==> src/logic/fmvp_cfg.svh <==
`ifndef FMVP_CFG_SVH
`define FMVP_CFG_SVH
// Instrument parameter change offsets.
`define FMVP_I_LFOENA   8'h0A
`define FMVP_I_GLIDE    8'h0B
`define FMVP_I_BEND     8'h0C
`define FMVP_I_PLAY     8'h0D
`define FMVP_I_VIBSRC   8'h0E
// Voice parameter change offsets.
`define FMVP_V_RATE     8'h08
`define FMVP_V_AMD      8'h09
`define FMVP_V_PMD      8'h0A
`define FMVP_V_OPEN     8'h0B
`define FMVP_V_ALGFB    8'h0C
`define FMVP_V_SENS     8'h0D
`define FMVP_V_WAVE     8'h0E
`define FMVP_V_XPOSE    8'h0F
`define FMVP_V_ROLE     8'h15
// Register bus word addresses.
`define FMVP_A_INST     4'h0
`define FMVP_A_VOICE    4'h1
`define FMVP_A_CTRL     4'h2
`define FMVP_A_NOTE     4'h3
`define FMVP_A_STAT     4'h4
`define FMVP_A_MOD      4'h5
`define FMVP_A_SHIFT    4'h6
// Field limits and positions.
`define FMVP_GLIDE_MAX  7'h7F
`define FMVP_BEND_MAX   4'hC
`define FMVP_VIB_MAX    3'h4
`define FMVP_OPEN_LSB   3
`define FMVP_NOTE_TOP   8'h7F
`define FMVP_OCTAVE     8'h0C
`define FMVP_DEAD       32'hDEAD_BEEF
`endif

==> src/logic/fmvp_pkg.sv <==
package fmvp_pkg;
  typedef enum logic [1:0] {ST_IDLE, ST_ACK} fmvp_state_e;
  typedef struct packed {
    fmvp_state_e bus;
    logic [31:0] rdata;
    // Active instrument function set and the stored copy for voice-follow.
    logic [6:0]  glide;
    logic [3:0]  bend;
    logic        single;
    logic [2:0]  vibSrc;
    logic        lfoOff;
    logic [6:0]  glideSv;
    logic [3:0]  bendSv;
    logic        singleSv;
    logic [2:0]  vibSrcSv;
    logic        follow;
    // Voice settings.
    logic [7:0]  xpose;
    logic [2:0]  alg;
    logic [2:0]  fb;
    logic [3:0]  opOn;
    logic [3:0]  role;
    logic [1:0]  amplitude_mod_sensitivity;
    logic [2:0]  pitch_mod_sensitivity;
    logic        lfoSync;
    logic        lfoLoad;
    logic [1:0]  wave;
    logic [7:0]  rate;
    logic [6:0]  amplitude_mod_depth;
    logic [6:0]  pitch_mod_depth;
    logic [1:0]  waveAct;
    logic [7:0]  rateAct;
    logic [6:0]  amdAct;
    logic [6:0]  pmdAct;
    // Single-line note memory, newest first.
    logic [7:0]  held0;
    logic [7:0]  held1;
    logic [7:0]  held2;
    logic [1:0]  heldCnt;
    logic [7:0]  note;
    logic        keyOn;
    logic        attack;
    logic        slide;
    logic        lfoRestart;
  } fmvp_state_s;
endpackage

==> src/logic/fmvp_voice_ctrl.sv <==
`include "fmvp_cfg.svh"
module fmvp_voice_ctrl
(
  input  wire logic        mclk,
  input  wire logic        rst_n,
  input  wire logic [5:0]  address,
  input  wire logic        read,
  input  wire logic        write,
  input  wire logic [31:0] writedata,
  output logic      [31:0] readdata,
  output logic             waitrequest,
  output logic      [7:0]  playNote,
  output logic             keyOn,
  output logic             attackStart,
  output logic             glideActive,
  output logic             lfoRestart,
  output logic      [3:0]  opEnable,
  output logic             ampModOn,
  output logic             pitchModOn
);
  fmvp_pkg::fmvp_state_s st_r;
  fmvp_pkg::fmvp_state_s st_nxt;
  logic [3:0] wordAddr;
  logic       req;
  assign wordAddr = address[5:2];
  assign req      = read | write;

  // Folds a shifted note into 0..127 by whole octaves.
  // Eleven octave steps cover the worst case of either sign, so the loops stay bounded.
  function automatic logic [7:0] foldNote(input logic [8:0] n);
    logic signed [9:0] v;
    v = {n[8], n};
    for (int i = 0; i < 11; i++)
      if (v > $signed({2'b00, `FMVP_NOTE_TOP}))
        v = v - $signed({2'b00, `FMVP_OCTAVE});
    for (int i = 0; i < 11; i++)
      if (v < 0)
        v = v + $signed({2'b00, `FMVP_OCTAVE});
    return v[7:0];
  endfunction

  function automatic logic [2:0] clip3(input logic [7:0] v, input logic [2:0] m);
    return (v > {5'h00, m}) ? m : v[2:0];
  endfunction

  logic [8:0] shifted;
  logic [7:0] noteIn;
  assign noteIn  = {1'b0, writedata[6:0]};
  assign shifted = {1'b0, noteIn} + {st_r.xpose[7], st_r.xpose};

  always_comb
  begin
    st_nxt            = st_r;
    st_nxt.keyOn      = st_r.keyOn;
    st_nxt.attack     = 1'b0;
    st_nxt.slide      = 1'b0;
    st_nxt.lfoRestart = 1'b0;
    unique case (st_r.bus)
      fmvp_pkg::ST_IDLE:
      begin
        if (req)
        begin
          st_nxt.bus   = fmvp_pkg::ST_ACK;
          st_nxt.rdata = 32'h0000_0000;
        end
        if (read)
        begin
          unique case (wordAddr)
            `FMVP_A_INST:  st_nxt.rdata = {13'h0000, st_r.lfoOff, st_r.vibSrc, st_r.single,
                                          st_r.bend, 3'h0, st_r.glide};
            `FMVP_A_VOICE: st_nxt.rdata = {5'h00, st_r.role, st_r.opOn, st_r.fb, st_r.alg,
                                          st_r.pitch_mod_sensitivity, st_r.amplitude_mod_sensitivity, st_r.xpose};
            `FMVP_A_CTRL:  st_nxt.rdata = {31'h0000_0000, st_r.follow};
            `FMVP_A_STAT:  st_nxt.rdata = {20'h0_0000, st_r.heldCnt, 1'b0, st_r.keyOn,
                                          st_r.note};
            `FMVP_A_MOD:   st_nxt.rdata = {1'b0, st_r.pmdAct, 1'b0, st_r.amdAct,
                                          st_r.rateAct, 6'h00, st_r.waveAct};
            `FMVP_A_SHIFT: st_nxt.rdata = {20'h0_0000, st_r.lfoLoad, st_r.lfoSync,
                                          st_r.wave, st_r.rate};
            default:       st_nxt.rdata = `FMVP_DEAD;
          endcase
        end
        if (write)
        begin
          unique case (wordAddr)
            `FMVP_A_INST:
            begin
              unique case (writedata[15:8])
                `FMVP_I_GLIDE:  st_nxt.glideSv  = writedata[6:0];
                `FMVP_I_BEND:   st_nxt.bendSv   = (writedata[3:0] > `FMVP_BEND_MAX) ?
                                                  `FMVP_BEND_MAX : writedata[3:0];
                `FMVP_I_PLAY:   st_nxt.singleSv = writedata[0];
                `FMVP_I_VIBSRC: st_nxt.vibSrcSv = clip3(writedata[7:0], `FMVP_VIB_MAX);
                `FMVP_I_LFOENA: st_nxt.lfoOff   = writedata[0];
                default: ;
              endcase
              if (writedata[15:8] != `FMVP_I_LFOENA)
              begin
                st_nxt.glide  = (writedata[15:8] == `FMVP_I_GLIDE) ? writedata[6:0] : st_r.glide;
                st_nxt.bend   = st_nxt.bendSv;
                st_nxt.single = st_nxt.singleSv;
                st_nxt.vibSrc = st_nxt.vibSrcSv;
              end
            end
            `FMVP_A_VOICE:
            begin
              unique case (writedata[15:8])
                `FMVP_V_XPOSE: st_nxt.xpose = writedata[7:0];
                `FMVP_V_ALGFB:
                begin
                  st_nxt.alg = writedata[2:0];
                  st_nxt.fb  = writedata[5:3];
                end
                `FMVP_V_ROLE:  st_nxt.role = writedata[3:0];
                `FMVP_V_OPEN:  st_nxt.opOn = writedata[`FMVP_OPEN_LSB +: 4];
                `FMVP_V_SENS:
                begin
                  st_nxt.amplitude_mod_sensitivity = writedata[1:0];
                  st_nxt.pitch_mod_sensitivity = writedata[4:2];
                end
                `FMVP_V_WAVE:
                begin
                  st_nxt.wave    = writedata[1:0];
                  st_nxt.lfoSync = writedata[2];
                  st_nxt.lfoLoad = writedata[3];
                end
                `FMVP_V_RATE:  st_nxt.rate = writedata[7:0];
                `FMVP_V_AMD:   st_nxt.amplitude_mod_depth  = writedata[6:0];
                `FMVP_V_PMD:   st_nxt.pitch_mod_depth  = writedata[6:0];
                default: ;
              endcase
            end
            `FMVP_A_CTRL:
            begin
              st_nxt.follow = writedata[0];
              // Bit 1 is a voice-select strobe.
              if (writedata[1])
              begin
                if (st_r.follow)
                begin
                  st_nxt.glide  = st_r.glideSv;
                  st_nxt.bend   = st_r.bendSv;
                  st_nxt.single = st_r.singleSv;
                  st_nxt.vibSrc = st_r.vibSrcSv;
                end
                if (st_r.lfoLoad)
                begin
                  st_nxt.waveAct = st_r.wave;
                  st_nxt.rateAct = st_r.rate;
                  st_nxt.amdAct  = st_r.amplitude_mod_depth;
                  st_nxt.pmdAct  = st_r.pitch_mod_depth;
                end
              end
            end
            `FMVP_A_NOTE:
            begin
              if (writedata[8])
              begin
                // Note-on: pushes the note onto the held list.
                st_nxt.held0   = foldNote(shifted);
                st_nxt.held1   = st_r.held0;
                st_nxt.held2   = st_r.held1;
                st_nxt.heldCnt = (st_r.heldCnt == 2'd3) ? 2'd3 : st_r.heldCnt + 2'd1;
                st_nxt.note    = foldNote(shifted);
                st_nxt.keyOn   = 1'b1;
                st_nxt.attack  = !(st_r.single && st_r.keyOn);
                st_nxt.slide   = (st_r.glide != 7'h00) &&
                                 (!st_r.single || st_r.keyOn);
                st_nxt.lfoRestart = st_r.lfoSync;
              end
              else if (st_r.heldCnt != 2'd0 && foldNote(shifted) == st_r.held0)
              begin
                // In single mode with more than one note held, release of the newest note returns to the prior held one; otherwise it clears keyOn.
                st_nxt.held0   = st_r.held1;
                st_nxt.held1   = st_r.held2;
                st_nxt.held2   = 8'h00;
                st_nxt.heldCnt = st_r.heldCnt - 2'd1;
                if (st_r.single && st_r.heldCnt > 2'd1)
                begin
                  st_nxt.note = st_r.held1;
                  st_nxt.slide = (st_r.glide != 7'h00);
                end
                else
                  st_nxt.keyOn = 1'b0;
              end
            end
            default: ;
          endcase
        end
      end
      fmvp_pkg::ST_ACK: st_nxt.bus = fmvp_pkg::ST_IDLE;
      default:          st_nxt.bus = fmvp_pkg::ST_IDLE;
    endcase
  end

  always_ff @(posedge mclk or negedge rst_n)
  begin
    if (!rst_n)
      st_r <= '0;
    else
      st_r <= st_nxt;
  end

  // One wait cycle: a request is answered on the second edge.
  assign waitrequest = req && (st_r.bus == fmvp_pkg::ST_IDLE);
  assign readdata    = st_r.rdata;
  assign playNote    = st_r.note;
  assign keyOn       = st_r.keyOn;
  assign attackStart = st_r.attack;
  assign glideActive = st_r.slide;
  assign lfoRestart  = st_r.lfoRestart;
  assign opEnable    = st_r.opOn;
  assign ampModOn    = !st_r.lfoOff && st_r.amdAct != 7'h00 && st_r.amplitude_mod_sensitivity != 2'd0;
  assign pitchModOn  = !st_r.lfoOff && st_r.pmdAct != 7'h00 && st_r.pitch_mod_sensitivity != 3'd0;

  // Strobes as the decoder takes them: only the first cycle of a request acts.
  logic       takeWr;
  logic       noteOffHit;
  logic [7:0] offset;
  assign takeWr     = write && (st_r.bus == fmvp_pkg::ST_IDLE);
  assign offset     = writedata[15:8];
  assign noteOffHit = takeWr && wordAddr == `FMVP_A_NOTE && !writedata[8] &&
                      st_r.heldCnt != 2'd0 && foldNote(shifted) == st_r.held0;
endmodule

==> config.mk <==
export PLATFORM = sky130hd
export DESIGN_NAME = fmvp_voice_ctrl
export DESIGN_NICKNAME = d
export VERILOG_FILES = /design/src/logic/fmvp_pkg.sv /design/src/logic/fmvp_voice_ctrl.sv
export VERILOG_INCLUDE_DIRS = /design/src /design/src/logic
export SDC_FILE = /design/constraint.sdc
export NUM_CORES = 1
export LEC_CHECK = 0
export BUFFER_PORTS_ARGS = -buffer_cell sky130_fd_sc_hd__buf_4
export CAP_MARGIN = 15
export CELL_PAD_IN_SITES_DETAIL_PLACEMENT = 0
export CELL_PAD_IN_SITES_GLOBAL_PLACEMENT = 2
export CORE_MARGIN = 4
export CORE_UTILIZATION = 39
export DETAILED_ROUTE_END_ITERATION = 8
export HOLD_SLACK_MARGIN = 0.1
export PLACE_DENSITY = 0.81
export SLEW_MARGIN = 10
export SYNTH_ARGS = -nofsm -noshare
export SYNTH_HDL_FRONTEND = slang
export SYNTH_SLANG_ARGS = --single-unit
==> constraint.sdc <==
create_clock -name mclk -period 25.5 [get_ports mclk]
set_clock_uncertainty 0.2 [all_clocks]
set_input_delay 3.825 -clock mclk [delete_from_list [all_inputs] [get_ports mclk]]
set_output_delay 3.825 -clock mclk [all_outputs]
set_load 0.005 [all_outputs]
==> impl_metrics.ini <==
[route]
firstDrtPassIters = 6
drt_iter0_drc = 877
num_vias = 12750
ant_nets = 0
drc = 0
routed_wl_mm = 41.88
avgRoutedWirePerCell_microns = 19.77
avgViaCountPerCell = 6.017

[floorplanning]
io_pins = 93
die_w_microns = 201.4
dieHeight_microns = 201.4
core_sq_um = 36790
die-area_sq_um = 40550
initial_core_util = 0.3964
rows = 70

[clock_tree]
clkLatencyLatePin_ps = 450
clk_pin_slew_ps = 70
post_cts_buffers = 0
clkSinkCount = 180
clockBufferDepth = 2
cts_max_level = 4
cts_root_buffer = clkbuf_16
cts_tree = yes
cts_buffers = 17

[cells_and_area]
num-fill-cells = 3717
areaGrowthSynthToFinish_pct = 8.701
nets = 1708
ff_latch_area_sq_um = 4504
drive_gt1_frac = 0.1927
multi_input_area_sq_um = 9346
num_antenna_cells = 0

[sta]
finalSetupViolCount = 0
max_freq_mhz = 42.08
slew_violations = 0
worst_slew_pin_slew_ps = 1122
final.period_utilization = 0.9320
rsz0062_at_grt = false
fin_tns_setup_ps = 0
slew_headroom = 0.2518
hold_viol = 0
timing.final.crit_period_ps = 23770

[logic_synthesis]
ys_seq_area_frac = 0.3089
synthAdderAreaFrac = 0.02454
synthXorXnorAreaFrac = 0.04668
synth-compound-area-share = 0.2447
synth_top_family_by_area = compound AO/OA/AOI/OAI gates
synth_top_area_cell = dfrtp_1
synth_ff_type = dfrtp_1
yosysWarningCount = 0
synthArstFlopShare = 1.000
netlist-cell-type-count = 120
syn_area_sq_um = 14580
netlist_top_cells_count = 180 x dfrtp_1, 176 x nand2_1, 109 x nor2_1, 100 x mux2_2, 86 x o21ai_0
yosysMostFrequentCell = dfrtp_1
synth_top_area_share = 0.3089
synthCells = 1642
synth_nets = 1712
ys_top_cells_by_area = dfrtp_1 31%, mux2_2 7.7%, nand2_1 4.5%
muxShareOfSynthArea = 0.1091
syn_avg_cell_area_sq_um = 8.880
synth_edf_count = 0
synth_simple_gate_area_frac = 0.2138
synth-seq-cells = 180

[setup_path]
cp_max_fo = 30
cp.arrival_ps = 23900
regToRegSetupSlack_ps = 4940
critPathMaxStageDelay_ps = 700
crit_top_cell = ha_1
startpoint_type = primary input
slowest_stage = o31ai_1
crit_type = in -> reg
crit_path_end_kind = flip-flop
critical_path_required_ps = 25630

[placement]
dpl.hpwl_mm = 30.72
gp_congestion = 0.8225
io_buffers = 74

[global_routing]
grt-ovfl-total = 0
track_usage = 0.2012
first_global_vias = 12340
grt_pass1_wl_mm = 67.99
antenna_found_initial = 0
grt_start_max_net_pins = 132

[run_status]
status = completed

[pwr]
leakage_uw = 0.006689
power_density_nw_per_um2 = 47.84
vdd_ir_drop_max_mv = 0.04925
fin_total_pwr_uw = 758.3

[flow_run]
cap_violations = 0

[hold_path]
worstHoldPathType = reg -> reg
==> cell families after synthesis <==
logic type | after synthesis
XOR/XNOR | 69
buffers and inverters | 149
multiplexers | 142
flip-flops | 180
AO/OA/AOI/OAI | 480
adder cells (fa/ha/maj) | 28
AND/OR/NAND/NOR | 594
==> worst paths after layout <==
kind	startpoint	endpoint	depth (start not counted)
hold reg to reg	readdata[21]$_DFFE_PN0P_	readdata[21]$_DFFE_PN0P_	2
min in group asynchronous	rst_n	readdata[13]$_DFFE_PN0P_	1
max in group asynchronous	rst_n	st_r[140]$_DFFE_PN0P_	2
hold / removal	readdata[21]$_DFFE_PN0P_	readdata[21]$_DFFE_PN0P_	2
setup reg to reg	st_r[107]$_DFFE_PN0P_	st_r[32]$_DFFE_PN0P_	73
setup / recovery	writedata[0]	st_r[32]$_DFFE_PN0P_	74
==> power by group <==
| group | total [uW] | switching [uW] | internal [uW] |
|---|---|---|---|
| clock network | 265 | 115 | 150 |
| logic | 178 | 107 | 70.8 |
| registers | 315 | 14.1 | 301 |
| total | 758 | 237 | 521 |
==> what timing repair did <==
action / 4_1_cts / 5_1_grt
gates resized for setup: 0 / 1
endpoints found under the setup margin: 0 / 7
hold buffers: 0 / 0
==> state kept, by name, indices dropped and copies added (netlist names) <==
name / flops
opEnable: 4
readdata: 32
attackStart: 1
st_r: 132
glideActive: 1
lfoRestart: 1
keyOn: 1
playNote: 8
==> stage by stage <==
stage	instance area [sq um]	hold WS, ps	utilization	setup slack (ps)	std cells
2_1_floorplan	14580	250.2	-	4051	1642
3_5_place_dp	15250	271.1	0.4146	1341	2086
4_1_cts	15840	286.3	0.4305	1740	2117
3_3_place_gp	15250	262.0	0.4146	1335	2086
5_1_grt	15850	310.8	0.4309	74.73	2118
6_report	15850	276.6	0.4309	1734	2118
==> per-layer routing <==
layer	up-vias	GRT usage	part of all wire	wire length (microns)
li1	6163	-	-	-
met1	6325	0.2947	0.49	20660
met2	230	0.3238	0.47	19500
met3	27	0.02885	0.034	1407
met4	0	0.03027	0.0075	316
met5	-	0	0	0
==> area by class of cell <==
cell class / instances / share of cell area
Multi-Input combinational cell: 1313 / 0.5897
Sequential cell: 180 / 0.2842
Inverter: 33 / 0.007973
Tap cell: 468 / 0.03694
Timing Repair Buffer: 93 / 0.04428
Clock buffer: 21 / 0.02905
Clock inverter: 10 / 0.007894
==> critical path, delay by kind of cell <==
kind	cells	cell delay [ps]
AOI/OAI and AO/OA	25	7430
xor gates and xnor gates	5	1480
adders and majority gates	10	3260
buffers and inverters	8	1560
muxes	4	1200
and+or+nand+nor	22	5110
==> cell usage in the layout (no fill, tap or decap), types with 16 or more instances in the layout <==
| cell type | n |
|---|---|
| a211oi_1 | 23 |
| nor3_1 | 59 |
| a21oi_1 | 78 |
| clkbuf_16 | 17 |
| and2_1 | 26 |
| nor4_1 | 16 |
| mux2i_1 | 27 |
| nand2b_1 | 21 |
| or3_1 | 20 |
| nand2_1 | 176 |
| o211ai_1 | 17 |
| a21o_1 | 23 |
| nand3_1 | 45 |
| nor2_1 | 107 |
| xnor2_1 | 47 |
| mux2_2 | 100 |
| and3_1 | 17 |
| inv_1 | 31 |
| buf_4 | 91 |
| nand4_1 | 17 |
| o21ai_0 | 86 |
| dfrtp_1 | 180 |
| ha_1 | 27 |
No activity file was read; power rests on OpenSTA's default activity.
